[src/core/bcf_pkg.sv]
// package for the binary command frame interpreter: frame layout, status codes, states
// assumes one system clock; byte streams arrive one byte per strobe
package bcf_pkg;
  localparam int unsigned SER_FRAME_LEN = 9;
  localparam int unsigned CAN_FRAME_LEN = 7;
  localparam logic [3:0]  IDX_ADDR      = 4'h0;
  localparam logic [3:0]  IDX_CMD_SER   = 4'h1;
  localparam logic [3:0]  IDX_CMD_CAN   = 4'h0;
  localparam logic [3:0]  IDX_LAST_SER  = 4'h8;
  localparam logic [3:0]  IDX_LAST_CAN  = 4'h6;
  localparam logic [3:0]  IDX_CSUM_TX   = 4'h8;
  localparam logic [3:0]  IDX_STATUS_TX = 4'h2;
  localparam logic [3:0]  IDX_LAST_CAN_TX = 4'h7;
  localparam logic [3:0]  IDX_ZERO      = 4'h0;
  localparam logic [7:0]  BYTE_ZERO     = 8'h00;

  localparam logic [7:0] ST_OK        = 8'h64;
  localparam logic [7:0] ST_STORED    = 8'h65;
  localparam logic [7:0] ST_BAD_CSUM  = 8'h01;
  localparam logic [7:0] ST_BAD_CMD   = 8'h02;
  localparam logic [7:0] ST_BAD_TYPE  = 8'h03;
  localparam logic [7:0] ST_BAD_VALUE = 8'h04;
  localparam logic [7:0] ST_LOCKED    = 8'h05;
  localparam logic [7:0] ST_NOT_AVAIL = 8'h06;

  localparam logic [7:0] DEF_MOD_ADDR   = 8'h01;
  localparam logic [7:0] DEF_REPLY_ADDR = 8'h02;

  typedef struct packed {
    logic [7:0]  cmd;
    logic [7:0]  typ;
    logic [7:0]  bank;
    logic [31:0] value;
  } bcf_cmd_t;

  typedef struct packed {
    logic [7:0]  status;
    logic [7:0]  cmd;
    logic [31:0] value;
  } bcf_rsp_t;

  typedef enum logic [1:0] {
    S_RX   = 2'b00,
    S_EXEC = 2'b01,
    S_TX   = 2'b11,
    S_ERR  = 2'b10
  } bcf_state_t;
endpackage : bcf_pkg

[src/core/bcf_csum.sv]
// running 8-bit additive checksum
// assumes a clear together with an add restarts the sum at the new byte
module bcf_csum (
  input  wire logic       clk_sys,
  input  wire logic       rst_b,
  input  wire logic       clr,
  input  wire logic       add,
  input  wire logic [7:0] din,
  output logic      [7:0] sum_q
);
  logic [7:0] sum_d;
  // a frame start may coincide with the first byte, which must still count
  assign sum_d = clr ? (add ? din : bcf_pkg::BYTE_ZERO) : (add ? sum_q + din : sum_q);

  always_ff @(posedge clk_sys)
  begin
    if (!rst_b)
      sum_q <= bcf_pkg::BYTE_ZERO;
    else
      sum_q <= sum_d;
  end
endmodule // bcf_csum

[src/core/bcf_interp.sv]
// frame interpreter: gathers command bytes, hands the command out, sends one reply
// assumes an executor that answers exec_req with a single exec_done pulse,
// and a byte transmitter that raises tx_ready when it can take a byte

// Summary of operation
// - command payload is seven bytes: command, type, bank, four value bytes.
// - serial frames add a leading address and trailing checksum, nine bytes.
// - byte order is address, command, type, bank, value MSB first, checksum.
// - command checksum is the modulo-256 sum of all preceding bytes.
// - on CAN only the seven payload bytes travel; identifier is the address.
// - exactly one reply frame is sent for each accepted command frame.
// - reply order: reply address, module address, status, command, value, checksum.
// - reply checksum is the modulo-256 sum of the other reply bytes.
// - on CAN the reply omits address and checksum bytes.
// - successful execution reports status 100.
// - a command stored into program memory reports status 101.
// - error statuses 1 to 6 cover checksum, command, type, value, lock, availability.
// - processing completes before the reply is transmitted.
// - the bus is driven only while a reply is being sent.
// - nothing is transmitted except as a reply to a command.
// - commands either execute now or are stored for standalone running.
module bcf_interp (
  input  wire logic              clk_sys,
  input  wire logic              rst_b,
  input  wire logic              can_mode,
  input  wire logic [7:0]        mod_addr,
  input  wire logic [7:0]        reply_addr,
  input  wire logic              store_mode,
  input  wire logic              rx_valid,
  input  wire logic [7:0]        rx_data,
  input  wire logic              rx_frame_start,
  input  wire logic              exec_done,
  input  wire bcf_pkg::bcf_rsp_t exec_rsp,
  input  wire logic              tx_ready,
  output bcf_pkg::bcf_cmd_t      cmd_q,
  output logic                   exec_req_q,
  output logic                   store_req_q,
  output logic                   tx_valid_q,
  output logic [7:0]             tx_data_q,
  output logic                   tx_last_q,
  output logic                   bus_drive_b_q,
  output logic                   busy_q
);
  bcf_pkg::bcf_state_t state_q;
  bcf_pkg::bcf_state_t state_d;
  logic [3:0]          idx_q;
  logic [3:0]          idx_d;
  logic [7:0]          rx_addr_q;
  bcf_pkg::bcf_rsp_t   rsp_q;
  logic [7:0]          rx_sum;
  logic [7:0]          tx_sum;
  logic [3:0]          last_rx_idx;
  logic [3:0]          first_tx_idx;
  logic [3:0]          cmd_base;
  logic [3:0]          pay_idx;
  logic [3:0]          rx_idx;
  logic [3:0]          last_tx_idx;
  logic [7:0]          reply_sum;
  logic                stored_q;
  logic                rx_take;
  logic                rx_last;
  logic                rx_is_csum;
  logic                csum_ok;
  logic                addr_ok;
  logic                tx_fire;
  logic                tx_end;
  logic                tx_load;
  logic [7:0]          tx_byte;
  logic                rx_clr;
  logic                tx_clr;

  assign rx_take      = (state_q == bcf_pkg::S_RX) && rx_valid;
  assign last_rx_idx  = can_mode ? bcf_pkg::IDX_LAST_CAN : bcf_pkg::IDX_LAST_SER;
  assign cmd_base     = can_mode ? bcf_pkg::IDX_CMD_CAN : bcf_pkg::IDX_CMD_SER;
  // a frame start restarts the byte count even in mid-frame
  assign rx_idx       = rx_frame_start ? bcf_pkg::IDX_ZERO : idx_q;
  assign pay_idx      = rx_idx - cmd_base;
  assign rx_last      = rx_take && (rx_idx == last_rx_idx);
  assign rx_is_csum   = !can_mode && (rx_idx == bcf_pkg::IDX_LAST_SER);
  assign csum_ok      = can_mode || (rx_sum == rx_data);
  assign addr_ok      = can_mode || (rx_addr_q == mod_addr);
  assign rx_clr       = rx_frame_start || (state_q != bcf_pkg::S_RX);
  // serial frames start at the reply address byte, CAN frames at the status byte
  assign first_tx_idx = can_mode ? bcf_pkg::IDX_STATUS_TX : bcf_pkg::IDX_ZERO;
  assign last_tx_idx  = can_mode ? bcf_pkg::IDX_LAST_CAN_TX : bcf_pkg::IDX_CSUM_TX;
  assign reply_sum    = reply_addr + mod_addr + rsp_q.status + rsp_q.cmd
                      + rsp_q.value[31:24] + rsp_q.value[23:16]
                      + rsp_q.value[15:8] + rsp_q.value[7:0];
  assign tx_fire      = tx_valid_q && tx_ready;
  assign tx_end       = tx_fire && tx_last_q;
  assign tx_load      = (state_q == bcf_pkg::S_TX) && (!tx_valid_q || tx_fire) && !tx_end;
  assign tx_clr       = (state_q != bcf_pkg::S_TX);

  bcf_csum u_rx_csum (
    .clk_sys (clk_sys),
    .rst_b   (rst_b),
    .clr     (rx_clr),
    .add     (rx_take && !rx_is_csum),
    .din     (rx_data),
    .sum_q   (rx_sum)
  );

  bcf_csum u_tx_csum (
    .clk_sys (clk_sys),
    .rst_b   (rst_b),
    .clr     (tx_clr),
    .add     (tx_load && (idx_q != bcf_pkg::IDX_CSUM_TX)),
    .din     (tx_byte),
    .sum_q   (tx_sum)
  );

  // reply byte selection in transmit order
  always_comb
  begin
    tx_byte = bcf_pkg::BYTE_ZERO;
    case (idx_q)
      4'h0:    tx_byte = reply_addr;
      4'h1:    tx_byte = mod_addr;
      4'h2:    tx_byte = rsp_q.status;
      4'h3:    tx_byte = rsp_q.cmd;
      4'h4:    tx_byte = rsp_q.value[31:24];
      4'h5:    tx_byte = rsp_q.value[23:16];
      4'h6:    tx_byte = rsp_q.value[15:8];
      4'h7:    tx_byte = rsp_q.value[7:0];
      4'h8:    tx_byte = tx_sum;
      default: tx_byte = bcf_pkg::BYTE_ZERO;
    endcase
  end

  always_comb
  begin
    state_d = state_q;
    idx_d   = idx_q;
    case (state_q)
      bcf_pkg::S_RX:
      begin
        if (rx_frame_start && !rx_valid)
          idx_d = bcf_pkg::IDX_ZERO;
        else if (rx_last)
        begin
          idx_d = bcf_pkg::IDX_ZERO;
          if (!addr_ok)
            state_d = bcf_pkg::S_RX;
          else if (!csum_ok)
            state_d = bcf_pkg::S_ERR;
          else
            state_d = bcf_pkg::S_EXEC;
        end
        else if (rx_take)
          idx_d = rx_idx + 4'h1;
      end
      bcf_pkg::S_EXEC:
        if (exec_done)
        begin
          state_d = bcf_pkg::S_TX;
          idx_d   = first_tx_idx;
        end
      bcf_pkg::S_ERR:
      begin
        state_d = bcf_pkg::S_TX;
        idx_d   = first_tx_idx;
      end
      bcf_pkg::S_TX:
        if (tx_end)
        begin
          state_d = bcf_pkg::S_RX;
          idx_d   = bcf_pkg::IDX_ZERO;
        end
        else if (tx_load)
          idx_d = idx_q + 4'h1;
      default:
      begin
        state_d = bcf_pkg::S_RX;
        idx_d   = bcf_pkg::IDX_ZERO;
      end
    endcase
  end

  always_ff @(posedge clk_sys)
  begin
    if (!rst_b)
    begin
      state_q <= bcf_pkg::S_RX;
      idx_q   <= bcf_pkg::IDX_ZERO;
    end
    else
    begin
      state_q <= state_d;
      idx_q   <= idx_d;
    end
  end

  // command field capture, value most significant byte first
  always_ff @(posedge clk_sys)
  begin
    if (!rst_b)
    begin
      cmd_q     <= '0;
      rx_addr_q <= bcf_pkg::BYTE_ZERO;
    end
    else if (rx_take)
    begin
      if (!can_mode && rx_idx == bcf_pkg::IDX_ADDR)
        rx_addr_q <= rx_data;
      case (pay_idx)
        4'h0:    cmd_q.cmd           <= rx_data;
        4'h1:    cmd_q.typ           <= rx_data;
        4'h2:    cmd_q.bank          <= rx_data;
        4'h3:    cmd_q.value[31:24]  <= rx_data;
        4'h4:    cmd_q.value[23:16]  <= rx_data;
        4'h5:    cmd_q.value[15:8]   <= rx_data;
        4'h6:    cmd_q.value[7:0]    <= rx_data;
        default: cmd_q.bank          <= cmd_q.bank;
      endcase
    end
  end

  // one request pulse per good frame, routed to execution or storage
  always_ff @(posedge clk_sys)
  begin
    if (!rst_b)
    begin
      exec_req_q  <= 1'b0;
      store_req_q <= 1'b0;
      stored_q    <= 1'b0;
    end
    else
    begin
      exec_req_q  <= rx_last && addr_ok && csum_ok && !store_mode;
      store_req_q <= rx_last && addr_ok && csum_ok && store_mode;
      // the request is a pulse, so the store choice is kept for the reply
      if (rx_last)
        stored_q <= store_mode;
    end
  end

  // reply contents: executor answer, stored status, or checksum error
  always_ff @(posedge clk_sys)
  begin
    if (!rst_b)
      rsp_q <= '0;
    else if (state_q == bcf_pkg::S_EXEC && exec_done)
    begin
      rsp_q.cmd    <= cmd_q.cmd;
      rsp_q.value  <= exec_rsp.value;
      rsp_q.status <= stored_q ? bcf_pkg::ST_STORED : exec_rsp.status;
    end
    else if (state_q == bcf_pkg::S_ERR)
    begin
      rsp_q.cmd    <= cmd_q.cmd;
      rsp_q.value  <= '0;
      rsp_q.status <= bcf_pkg::ST_BAD_CSUM;
    end
  end

  // transmit stage, only ever loaded inside a reply
  always_ff @(posedge clk_sys)
  begin
    if (!rst_b)
    begin
      tx_valid_q <= 1'b0;
      tx_data_q  <= bcf_pkg::BYTE_ZERO;
      tx_last_q  <= 1'b0;
    end
    else if (tx_load)
    begin
      tx_valid_q <= 1'b1;
      tx_data_q  <= tx_byte;
      tx_last_q  <= (idx_q == last_tx_idx);
    end
    else if (tx_fire)
    begin
      tx_valid_q <= 1'b0;
      tx_last_q  <= 1'b0;
    end
  end

  always_ff @(posedge clk_sys)
  begin
    if (!rst_b)
    begin
      bus_drive_b_q <= 1'b1;
      busy_q        <= 1'b0;
    end
    else
    begin
      bus_drive_b_q <= !(state_d == bcf_pkg::S_TX);
      busy_q        <= (state_d != bcf_pkg::S_RX);
    end
  end
endmodule // bcf_interp

[config.mk]
export PLATFORM = sky130hd
export DESIGN_NAME = bcf_interp
export DESIGN_NICKNAME = d
export VERILOG_FILES = /design/src/core/bcf_pkg.sv /design/src/core/bcf_csum.sv /design/src/core/bcf_interp.sv
export SDC_FILE = /design/constraint.sdc
export NUM_CORES = 1
export LEC_CHECK = 0
export ABC_AREA = 1
export BUFFER_PORTS_ARGS = -buffer_cell sky130_fd_sc_hd__buf_2
export CAP_MARGIN = 20
export CORE_MARGIN = 2
export CORE_UTILIZATION = 56
export CTS_CLUSTER_DIAMETER = 60
export DETAILED_ROUTE_END_ITERATION = 8
export PLACE_DENSITY = 0.9
export SLEW_MARGIN = 20
export SYNTH_ARGS = -nofsm -noshare
export SYNTH_HDL_FRONTEND = slang
export SYNTH_HIERARCHICAL = 1
export SYNTH_SLANG_ARGS = --single-unit
[constraint.sdc]
create_clock -name clk_sys -period 2.9 [get_ports clk_sys]
set_clock_uncertainty 0.05 [all_clocks]
set_input_delay 0.29 -clock clk_sys [delete_from_list [all_inputs] [get_ports clk_sys]]
set_output_delay 0.29 -clock clk_sys [all_outputs]
set_load 0.01 [all_outputs]
# Yosys cells after proc, flatten, opt, wreduce, memory -nomap -nowiden
# Cells that the tools add are included.
# classes
n_mux,32
n_addsub,5
n_reduce_logical,46
eq_ne,28
# ops
cell,n
48-bit two-way mux,2
8-bit one-hot mux with 9 select lines,1
8-bit two-way mux,7
4-bit two-way mux,9
"4-bit by 3-bit == test with 1-bit output, second input constant",7
8-bit adder,2
"4-bit by 2-bit == test with 1-bit output, second input constant",4
8-bit == test,2
1-bit logical AND,16
4-bit one-hot mux with 4 select lines,1
2-bit AND reduction,8
2-bit two-way mux,7
4-bit zero test,3
2-bit nonzero test,6
"4-bit by 1-bit adder with 4-bit output, second input constant",2
"4-bit by 1-bit == test with 1-bit output, second input constant",2
4-bit == test,2
"4-bit == test, second input constant",2
2-bit one-hot mux with 4 select lines,1
1-bit zero test,7
"2-bit == test, second input constant",3
1-bit logical OR,4
1-bit two-way mux,4
"2-bit inequality test, second input constant",2
other kinds (7),7
# word_totals
wordCells,134
regBits,149
in_bits,80
output_inout_bits,70

# Depth between registers and ports, before layout
# Gate-level depths: netlist of run 1.
# logic_depth
word_depth,9
ltp_mapped,20
depth_no_buf,20

# By module
# The synthesis of run 1 kept the hierarchy.
# by_module_without_submodules
mod,seq_area_each_um2,cells_per_inst,area_each_um2,n_inst
bcf_interp,2662.6,889,6144.6,1
bcf_csum,160.2,114,704.4,2

# Worst setup path before layout of run 1
# Ideal clock, no wire load.
# synth_timing
kind,register to register
start,register idx_q[1]
end,register u_tx_csum.sum_q[4]
setup_ns,0.066
path_slack_ns,0.297
required_time_ns,2.784
period_less_slack_ns,2.603
stages_incl_launch_ff,15
arrival_ns,2.486
n_path_buf,1
path_cell_list,dfxtp_1 -> inv_1 -> ha_1 -> clkbuf_1 -> nand2_1 -> nor2_1 -> nor3_1 -> nand3_1 -> ha_1 -> or2_1 -> and2_4 -> or2_0 -> nand3_1 -> nand2_1 -> a21oi_2
# synth_between
elab_chain_cells,5
elab_cells_between_ends,17
cone_classes,add/sub: 1; eq/ne: 9; mux: 4; reduce/logical: 3
# synth_rtl
element,line,source
start: declaration,bcf_interp.sv:46,logic [3:0] idx_q;
start signal: assignment,bcf_interp.sv:184,idx_q <= bcf_pkg::IDX_ZERO;
start signal: assignment,bcf_interp.sv:189,idx_q <= idx_d;
"4-bit == test, or another cell as far along",bcf_interp.sv:116,case (idx_q)
8-bit one-hot mux with 9 select lines (*),bcf_interp.sv:116,
named net tx_byte[3],bcf_interp.sv:68,logic [7:0] tx_byte;
8-bit adder (*),bcf_csum.sv:13,assign sum_d = clr ? (add ? din : bcf_pkg::BYTE_ZERO) : (add ? sum_q + din : sum_q);
8-bit two-way mux (*) (2 in series),bcf_csum.sv:13,
end signal: assignment,bcf_csum.sv:18,sum_q <= bcf_pkg::BYTE_ZERO;
end signal: assignment,bcf_csum.sv:20,sum_q <= sum_d;
end: declaration,bcf_csum.sv:9,output logic [7:0] sum_q
# The timed path passes the listed nets; every way through them passes the cells marked *. The select of a mux whose other input is x is not followed.
# A chain may end at the register's enable or synchronous reset.

# Worst setup path in the final report of run 1
# Ends and elaborated chain as after synthesis.

==> impl_metrics.yaml, run 1 <==
critical_path:
  start_kind: "flip-flop"
  cp_top_family: "simple AND/OR/NAND/NOR gates"
  crit_chain: "inv_2, ha_1, inv_2, nor2_4, nand2_1, nand3_1, nor3_2, nand3_1, ha_1, or2_1, and2_4, or2_0, nand3_1, nand2_1, a21oi_2"
  slowest_stage: "dfxtp_4"
  path_buf_inv: 2
  crit_arrival_ns: 3.13
  cp-end-kind: "flip-flop"
  required_ns: 3.21
  crit_fanout: 8
  path_common_cell: "nand3_1"
  path_class: "flip-flop to flip-flop"
  max_stage_delay_ns: 0.42
drt:
  routedWlPerCell_microns: 15.21
  viasPerCell: 5.571
  num_vias: 8022
  ant_nets: 0
  drt_iter0_markers: 708
  drcViolationCount: 2
  drt_wl_total_microns: 21900
  first_pass_iters: 7
layout:
  n_antenna_cell: 0
  layout_common_cells: "307 x nand2_1, 147 x dfxtp_1, 141 x buf_2"
  final_common_cell: "nand2_1"
  drive_above_1_share_pct: 18.75
  area_growth_pct: 20.94
  nets: 1360
  fin_util_pct: 69.26
  fillers: 1060
  fin_area_sq_mm: 0.009135
die:
  die_w_microns: 120.1
  die_area_sq_mm: 0.01443
  io_pins: 150
  num_rows: 42
  die_h_microns: 120.1
  start_util_pct: 57.27
  core_sq_mm: 0.01319
placed_design:
  dp_hpwl_microns: 15200
  portBuffers: 141
  place_congestion: 0.9292
  place_area_sq_mm: 0.008431
cts:
  clkTransAtPathRegs_ns: 0.07
  cts.path.max_buffers: 2
  htree_num_levels: 4
  insertion_delay_ns: 0.44
  cts_root_buf: "clkbuf_16"
  cts_tree: "built"
  cts_sinks: 149
  numCtsBuffers: 17
timing:
  post-route-period-util_pct: 96.99
  hold_viol: 0
  max_clock_freq_ghz: 0.3555
  fin_crit_ns: 2.813
  slew_headroom_pct: 36.75
  tightest_slew_ns: 0.9487
  slew_viol_final: 0
  setup_viol: 0
logic_synthesis:
  synth_nets: 1226
  synthCells: 1117
  avgSynthCellArea_sq_um: 6.762
  syn_area_sq_mm: 0.007553
  synth_largest_area_cell: "dfxtp_1"
  synth_top_cell_area_share_pct: 39.49
  yosys.cell_types.count: 37
  ys_seq_area_share_pct: 39.49
  yosys-top-cells-area: "dfxtp_1 39%, nand2_1 15%, nand3_1 8.6%"
  synth.ff_latch_count: 149
  synth_warnings: 6
grt:
  grt_usage_pct: 30.19
  grt_max_degree: 57
  antenna_found_initial: 1
  grt_pass1_vias: 7533
  grt-ovfl-total: 0
  grt_pass1_wl_microns: 34680
hold_path:
  hold_class: "input pin to flip-flop"
power_and_ir_drop:
  pwr_density_cell_mw_per_mm2: 777.7
  worst_ir_drop_vdd_mv: 0.5540
  p_seq_share_pct: 36.2
  p_int_uw: 4406
  power.share.combinational_pct: 32.9
  leakagePower_uw: 0.004088
  power.switching_uw: 2698
  p_clk_share_pct: 31.0
  fin_total_pwr_uw: 7104
  swShare_pct: 37.98
status:
  failed_checks: "design-rule violations"
  status: "finished, violations left"
run:
  drv_cap: 0
==> state kept, by name, indices dropped and copies added (netlist names) <==
name,count
rsp_q,48
store_req_q,1
cmd_q,56
exec_req_q,1
stored_q,1
u_tx_csum/sum_q,8
rx_addr_q,8
tx_last_q,1
u_rx_csum/sum_q,8
tx_data_q,8
bus_drive_b_q,1
idx_q,4
state_q,2
tx_valid_q,1
busy_q,1
==> synthesized netlist by cell type (all sizes together) <==
master	number
and3	1
dfxtp	149
nor3	15
o211a	1
nand3b	5
xor2	2
ha	27
nand4	8
a21oi	131
nor2	105
clkinv	4
clkbuf	39
o2bb2ai	1
inv	101
nand2	314
and2b	1
buf	9
or2	7
o21ai	41
a211oi	1
o211ai	2
fa	2
and2	3
a221oi	1
xnor2	17
nand3	130
==> timing repair <==
item | in CTS | in global routing
pin swaps | 0 | 2
buffers inserted | 0 | 2
hold endpoints to repair | 1 | 0
hold buffers | 1 | 0
setup endpoints to repair | 4 | 5
resized for setup | 3 | 22
==> logic make-up (layout without fill, tap and decap cells) <==
group                      count (synthesis)  count (layout)  share of synthesized area (%)
DFF                                      149             149                          39.49
buffers and inverters                    153             300                          7.951
AOI/OAI and AO/OA                        178             178                          12.16
and+or+nand+nor                          589             589                          33.20
xor gates and xnor gates                  19              19                          2.203
adders and majority gates                 29              29                          5.002
==> final cells by class <==
| class | instances | area, sq um | share of cell area, % |
|---|---|---|---|
| Sequential cell | 149 | 2988 | 32.71 |
| Tap cell | 176 | 220.2 | 2.411 |
| Inverter | 105 | 401.6 | 4.397 |
| Clock buffer | 17 | 425.4 | 4.657 |
| Clock inverter | 15 | 163.9 | 1.794 |
| Multi-Input combinational cell | 815 | 4050 | 44.34 |
| Timing Repair Buffer | 163 | 885.9 | 9.697 |
==> worst register-to-register path: stages, from the launching register on <==
cell     delay (ns)
dfxtp_4        0.42
inv_2          0.08
ha_1           0.23
inv_2          0.12
nor2_4         0.07
nand2_1        0.07
nand3_1        0.11
nor3_2         0.20
nand3_1        0.16
ha_1           0.37
or2_1          0.26
and2_4         0.16
or2_0          0.19
nand3_1        0.09
nand2_1        0.08
a21oi_2        0.12
==> final timing paths <==
kind,startpoint,end,slack (ns),cells past startpoint
worst max-delay path,idx_q[1],u_tx_csum/sum_q[4],0.09,15
worst min-delay path,exec_rsp[4],rsp_q[4],0.05,3
worst max register to register,idx_q[1],u_tx_csum/sum_q[4],0.09,15
worst min register to register,cmd_q[45],cmd_q[45],0.41,2
==> layer usage <==
| layer | part of all wire (%) | up-vias | GRT usage [%] |
|---|---|---|---|
| met5 | 0.082 | - | 0 |
| met4 | 3.8 | 2 | 16.18 |
| met3 | 9.4 | 87 | 9.268 |
| met2 | 48 | 418 | 50.28 |
| met1 | 38 | 3641 | 34.58 |
| li1 | - | 3874 | - |
==> power by group through the flow <==
stage	Sequential, uW	Clock (uW)	Combinational (uW)
after detailed placement	2580	0	2180
after CTS	2550	2210	2220
after global routing	2600	2310	2590
after global placement	2570	0	2120
after floorplan	2570	0	1590
final	2570	2200	2330
==> through the flow <==
stage	TNS, ns	setup slack, ns	hold WS [ns]	cells
2_1_floorplan	0	0.2972	0.3124	1117
3_3_place_gp	0	0.04588	0.3952	1405
3_5_place_dp	-0.02301	-0.02149	0.4021	1405
4_1_cts	0	0.03578	0.04441	1438
5_1_grt	-0.1467	-0.07107	0.04633	1440
6_report	0	0.08730	0.05458	1440
(Power assumes the default switching activity.)
==> inputs of run 2 (changes only) <==
--- a/config.mk
+++ b/config.mk
@@ -8,9 +8,10 @@
 export ABC_AREA = 1
 export BUFFER_PORTS_ARGS = -buffer_cell sky130_fd_sc_hd__buf_2
 export CAP_MARGIN = 20
+export CORE_ASPECT_RATIO = 1.25
 export CORE_MARGIN = 2
 export CORE_UTILIZATION = 56
-export CTS_CLUSTER_DIAMETER = 60
+export CTS_CLUSTER_DIAMETER = 100
 export DETAILED_ROUTE_END_ITERATION = 8
 export PLACE_DENSITY = 0.9
 export SLEW_MARGIN = 20
==> run 2 against run 1 <==
  * The flow now finishes without violations
  * Utilization rose by 0.22 points
  * Final cell count rose by 0.35%
  * Combinational power rose by 3%
  * Critical endpoint unchanged
==> impl_metrics.yaml, run 2 (synthesis results as in run 1) <==
grt:
  grt-ovfl-total: 0
  grt_max_degree: 57
  grt_pass1_vias: 7411
  use_met1_pct: 34.65
  use_met2_pct: 53.28
  grt_usage_pct: 30.66
  antenna_found_initial: 0
  grtUsageMet3_pct: 7.289
  grt_most_used_layer: "met2"
  grt_pass1_wl_microns: 34760
layout:
  drive_above_1_share_pct: 19.47
  layout_common_cells: "306 x nand2_1, 148 x dfxtp_1, 141 x buf_2"
  nets: 1370
  fin_util_pct: 69.48
  area_growth_pct: 21.70
  n_antenna_cell: 0
  largest_register_ffs: 56
  final_common_cell: "nand2_1"
  largestRegisters: "cmd_q: 56 flops, rsp_q: 48 flops"
  regMostFlops: "cmd_q"
die:
  start_util_pct: 57.09
  die_w_microns: 107.9
  die_area_sq_mm: 0.01444
  core_sq_mm: 0.01323
  die_h_microns: 133.9
  io_pins: 150
  num_rows: 47
critical_path:
  reg2reg_depth: 18
  slowest_stage: "dfxtp_1"
  rr_endpoint: "u_tx_csum/sum_q[4]"
  r2r_start: "idx_q[3]"
  crit_end: "u_tx_csum/sum_q[4]"
  r2r_slack_ns: 0.15
  path_class: "flip-flop to flip-flop"
  path_buf_inv: 4
  cp_top_family: "simple AND/OR/NAND/NOR gates"
  crit_fanout: 17
  required_ns: 3.22
  start_kind: "flip-flop"
  cp.depth: 18
  startpoint: "idx_q[3]"
  max_stage_delay_ns: 0.44
  crit_chain: "inv_2, nand2_1, inv_2, nand3_1, nand2_1, nor3_2, nand3_1, ha_1, inv_1, fa_1, inv_1, nand2_1, nand2_1, and2_4, or2_0, nand3_1, nand2_1, a21oi_2"
  path_common_cell: "nand2_1"
  crit_arrival_ns: 3.07
  cp-end-kind: "flip-flop"
timing:
  post-route-period-util_pct: 94.94
  fin_hold_ws_ns: 0.05740
  tightest_slew_ns: 0.9123
  setup_viol: 0
  max_clock_freq_ghz: 0.3632
  slew_viol_final: 0
  tns_ns: 0
  worst_slack_ns: 0.1467
  hold_viol: 0
  slew_headroom_pct: 39.09
  fin_crit_ns: 2.753
cts:
  insertion_delay_ns: 0.44
  clkTransAtPathRegs_ns: 0.06
  cts_tree: "built"
  cts_sinks: 149
  cts_root_buf: "clkbuf_16"
  htree_num_levels: 4
  numCtsBuffers: 17
  cts.path.max_buffers: 2
  cts_hold_buf: 0
drt:
  viasPerCell: 5.533
  num_vias: 7995
  first_pass_iters: 8
  drt_wl_total_microns: 22410
  drcViolationCount: 0
  ant_nets: 0
  drt_iter0_markers: 587
  routedWlPerCell_microns: 15.51
placed_design:
  place_congestion: 0.9425
  dp_hpwl_microns: 15740
  portBuffers: 141
  pre_cts_slack_ns: -0.004700
status:
  status: "finished, final reports clean"
hold_path:
  hold_class: "input pin to flip-flop"
power_and_ir_drop:
  pwr_density_cell_mw_per_mm2: 776.9
  worst_ir_drop_vdd_mv: 0.4257
  leakagePower_uw: 0.004140
run:
  drv_cap: 0
-- run 2: changes by cell type in the layout (fill, tap and decap cells not counted), sizes merged --
| cell | before | now |
|---|---|---|
| inv | 109 | 110 |
| clkinv | 5 | 6 |
| dlygate4sd3 | 1 | 0 |
| buf | 162 | 171 |
-- run 2: layout make-up --
| type | count | area [sq um] |
|---|---|---|
| clock buffers | 17 | 425.4 |
| clock inverters | 15 | 160.2 |
| fillers | 1094 | 4039 |
| inverters | 105 | 401.6 |
| multi-input cells | 815 | 4041 |
| flip-flops and latches | 149 | 2984 |
| well taps | 171 | 214.0 |
| repair buffers | 171 | 955.9 |
| repair inverters | 2 | 10.01 |
-- run 2: worst min path at each step --
stage            startpoint          to  cells after the start
6_report       exec_rsp[28]   rsp_q[28]                      3
2_1_floorplan    store_mode  exec_req_q                      1
5_1_grt          store_mode  exec_req_q                      2
3_3_place_gp      cmd_q[32]   cmd_q[32]                      2
4_1_cts        exec_rsp[28]   rsp_q[28]                      3
3_5_place_dp      cmd_q[26]   cmd_q[26]                      2
-- run 2: worst min-delay path, delay by kind of cell --
kind,cells,cell delay (ns)
compound gates,1,0.05
buf+inv,1,0.10
simple gates,1,0.05
-- run 2: power breakdown --
| part | total [uW] | switching (uW) | internal, uW |
|---|---|---|---|
| combinational | 2400 | 1500 | 900 |
| sequential | 2530 | 196 | 2340 |
| clock | 2210 | 988 | 1220 |
-- run 2: timing repair --
item	CTS	global route
setup buffers	0	4
gates resized for setup	1	21
pin swaps	0	2
gates cloned	0	2
endpoints found under the setup margin	1	5
-- run 2: layer usage --
metal,wire length [microns],share of wire [%]
met1,8268,37
met5,0,0
met4,1020,4.6
met3,1971,8.8
met2,11150,50
-- run 2: per-stage QoR --
step	area [sq um]	total power, uW	instances
floorplan	7553	4153	1117
global placement	8489	4766	1407
detailed placement	8489	4837	1407
CTS	9077	7043	1439
global route	9193	7552	1445
finish	9193	7142	1445
==> inputs of run 3 (changes only) <==
--- a/config.mk
+++ b/config.mk
@@ -5,15 +5,14 @@
 export SDC_FILE = /design/constraint.sdc
 export NUM_CORES = 1
 export LEC_CHECK = 0
-export ABC_AREA = 1
 export BUFFER_PORTS_ARGS = -buffer_cell sky130_fd_sc_hd__buf_2
 export CAP_MARGIN = 20
 export CORE_ASPECT_RATIO = 1.25
 export CORE_MARGIN = 2
-export CORE_UTILIZATION = 56
+export CORE_UTILIZATION = 55
 export CTS_CLUSTER_DIAMETER = 100
 export DETAILED_ROUTE_END_ITERATION = 8
-export PLACE_DENSITY = 0.9
+export PLACE_DENSITY = 0.89
 export SLEW_MARGIN = 20
 export SYNTH_ARGS = -nofsm -noshare
 export SYNTH_HDL_FRONTEND = slang
==> run 3 against run 2 <==
  * The flow now finishes with violations (negative setup slack)
  * Final cell count decreased by 17%
  * Die area shrank 0.80%
  * Global-route usage up 2.0 points
  * Non-clock buffer count is 43 higher
  * Worst setup slack worse by 0.38 ns
  * Worst hold slack worse by 0.0087 ns
  * Flip-flop and latch count stayed put
  * Sequential power decreased by 4%
  * Largest cell class unchanged
  * Highest routed layer unchanged
==> impl_metrics.yaml, run 3 <==
power_and_ir_drop:
  p_int_uw: 5069
  power.switching_uw: 2787
  p_seq_share_pct: 31.1
  fin_total_pwr_uw: 7856
  swShare_pct: 35.47
  power.share.combinational_pct: 38.8
  leakagePower_uw: 0.003906
  pwr_density_cell_mw_per_mm2: 826.9
  p_clk_share_pct: 30.1
  worst_ir_drop_vdd_mv: 0.5038
die:
  io_pins: 150
  die_area_sq_mm: 0.01432
  start_util_pct: 55.85
  die_h_microns: 133.3
  core_sq_mm: 0.01317
  num_rows: 47
  die_w_microns: 107.4
drt:
  num_vias: 7412
  ant_nets: 0
  dr.max_layer_used: "met4"
  viasPerCell: 6.146
  wl_met2_microns: 11890
  first_pass_iters: 8
  wl_met3_microns: 1957
  routedWlPerCell_microns: 19.69
  drt_iter0_markers: 776
  drcViolationCount: 0
  drt_wl_total_microns: 23740
  met1_length_microns: 8662
critical_path:
  path_class: "flip-flop to flip-flop"
  r2r_start: "idx_q[0]"
  crit_fanout: 7
  crit_chain: "inv_6, ha_4, buf_4, buf_4, a22oi_2, a32oi_2, a221oi_2, a21oi_2, ha_4, nor2b_4, o31a_1, or4b_1, a31oi_1, o21a_1"
  rr_endpoint: "u_tx_csum/sum_q[6]"
  start_kind: "flip-flop"
  reg2reg_depth: 14
  slowest_stage: "or4b_1"
  cp-end-kind: "flip-flop"
  max_stage_delay_ns: 0.51
  r2r_slack_ns: -0.23
  crit_arrival_ns: 3.46
  required_ns: 3.23
grt:
  grt_pass1_vias: 7215
  grt_max_degree: 63
  antenna_found_initial: 1
  grt_pass1_wl_microns: 36680
  grt-ovfl-total: 0
  grt_usage_pct: 32.61
cts:
  cts.path.max_buffers: 2
  numCtsBuffers: 17
  cts_hold_buf: 0
  insertion_delay_ns: 0.43
  cts_root_buf: "clkbuf_16"
  clkTransAtPathRegs_ns: 0.06
  cts_tree: "built"
  htree_num_levels: 4
  cts_sinks: 149
timing:
  hold_viol: 0
  fin_crit_ns: 3.133
  tightest_slew_ns: 0.9179
  slew_viol_final: 0
  setup_viol: 3
  post-route-period-util_pct: 108.0
  rsz0062_at_grt: "yes"
  slew_headroom_pct: 38.39
  worst_slack_ns: -0.2326
  tns_ns: -0.4945
  max_clock_freq_ghz: 0.3192
hold_path:
  hold_start: "store_mode"
  whs_path_depth: 2
  hold-path-endpoint: "exec_req_q"
  hold_class: "input pin to flip-flop"
layout:
  multi_input_area_sq_mm: 0.004275
  fin_util_pct: 72.12
  area_growth_pct: 29.13
  regMostFlops: "cmd_q"
  final_common_cell: "dfxtp_1"
  drive_above_1_share_pct: 29.59
  seqCellArea_sq_mm: 0.002990
  nets: 1130
  fillers: 928
  layout_common_cells: "147 x dfxtp_1, 141 x buf_2, 131 x nor2_1"
  largest_register_ffs: 56
  largestRegisters: "cmd_q: 56 flops, rsp_q: 48 flops"
logic_synthesis:
  yosys-top-cells-area: "dfxtp_1 41%, mux2i_1 9.9%, nor2_1 6.8%"
  synth_edf_count: 0
  synthCells: 845
  synth_largest_area_cell: "dfxtp_1"
  synth_ff_type: "dfxtp_1"
  synth_warnings: 6
  synth_common_cells: "149 x dfxtp_1, 134 x nor2_1, 73 x mux2i_1, 61 x a22oi_1, 60 x nand2_1"
  syn_area_sq_mm: 0.007357
  synth_nets: 954
  synth.ff_latch_count: 149
  avgSynthCellArea_sq_um: 8.707
  ys_seq_area_share_pct: 40.54
  async_reset_ff_share_pct: 0
  yosysMostFrequentCell: "dfxtp_1"
  synth_top_cell_area_share_pct: 40.54
  yosys.cell_types.count: 60
placed_design:
  dp_hpwl_microns: 14820
  place_congestion: 0.9234
  portBuffers: 141
status:
  status: "finished, violations left"
  failed_checks: "negative setup slack"
run:
  drv_cap: 0
## run 3: changes by cell type in the layout (fill, tap and decap cells not counted), sizes merged, moves of 29 or more
cell	delta
a22oi	+61
a21oi	-81
nor2	+29
buf	+43
nand3	-111
inv	-83
mux2i	+73
nand2	-253
## run 3: final cells by class
type                            instances  area share, %
Clock inverter                         11          1.844
Inverter                               28          1.198
Antenna cell                            1        0.02634
Sequential cell                       149          31.48
Timing Repair Buffer                  214          13.35
Tap cell                              171          2.252
Clock buffer                           21          4.847
Multi-Input combinational cell        611          45.00
## run 3: what timing repair did
| action | 4_1_cts | 5_1_grt |
|---|---|---|
| setup buffers | 19 | 6 |
| pin swaps | 24 | 15 |
| setup endpoints to repair | 3 | 6 |
| gates resized for setup | 29 | 12 |
## run 3: logic make-up after synthesis
logic type / count (synthesis) / synth area share (%)
compound gates: 204 / 19.12
flops: 149 / 40.54
xor+xnor: 19 / 2.262
mux: 77 / 10.54
simple gates: 282 / 17.87
fa+ha+maj: 29 / 5.136
buf+inv: 85 / 4.524
## run 3: worst max-delay path by stage
stage | start | endpoint | slack (ns) | cells past startpoint
3_3_place_gp | idx_q[0] | u_tx_csum/sum_q[7] | -0.12 | 10
3_5_place_dp | idx_q[0] | u_tx_csum/sum_q[7] | -0.28 | 10
4_1_cts | idx_q[0] | u_tx_csum/sum_q[6] | -0.07 | 13
5_1_grt | idx_q[0] | u_tx_csum/sum_q[7] | -0.32 | 12
6_report | idx_q[0] | u_tx_csum/sum_q[6] | -0.23 | 14
2_1_floorplan | idx_q[0] | u_tx_csum/sum_q[6] | -0.06 | 15
## run 3: power by group through the flow
stage,registers (uW),clock network [uW],logic (uW)
2_1_floorplan,2450,0,1780
3_3_place_gp,2450,0,2480
3_5_place_dp,2450,0,2550
4_1_cts,2430,2370,2820
5_1_grt,2460,2470,3260
6_report,2440,2370,3050
## run 3: critical path, delay by kind of cell, from the launching register on
| kind | cells | cell delay [ns] |
|---|---|---|
| flops | 1 | 0.42 |
| buf+inv | 3 | 0.33 |
| fa+ha+maj | 2 | 0.43 |
| simple gates | 2 | 0.64 |
| compound gates | 7 | 1.20 |
## run 3: through the flow
step | hold slack, ns | worst slack (ns) | std cells | instance area, sq um
final | 0.04867 | -0.2326 | 1206 | 9500
after global routing | 0.04401 | -0.3242 | 1206 | 9500
after CTS | 0.02678 | -0.06701 | 1203 | 9425
after detailed placement | 0.3958 | -0.2812 | 1152 | 8512
after global placement | 0.3897 | -0.1231 | 1152 | 8512
after floorplan | 0.3185 | -0.06127 | 845 | 7501
## run 3: layer usage
metal	track usage, %	vias up
met4	18.73	0
met2	55.87	442
li1	-	3367
met1	36.29	3494
met3	8.415	109
met5	0	-
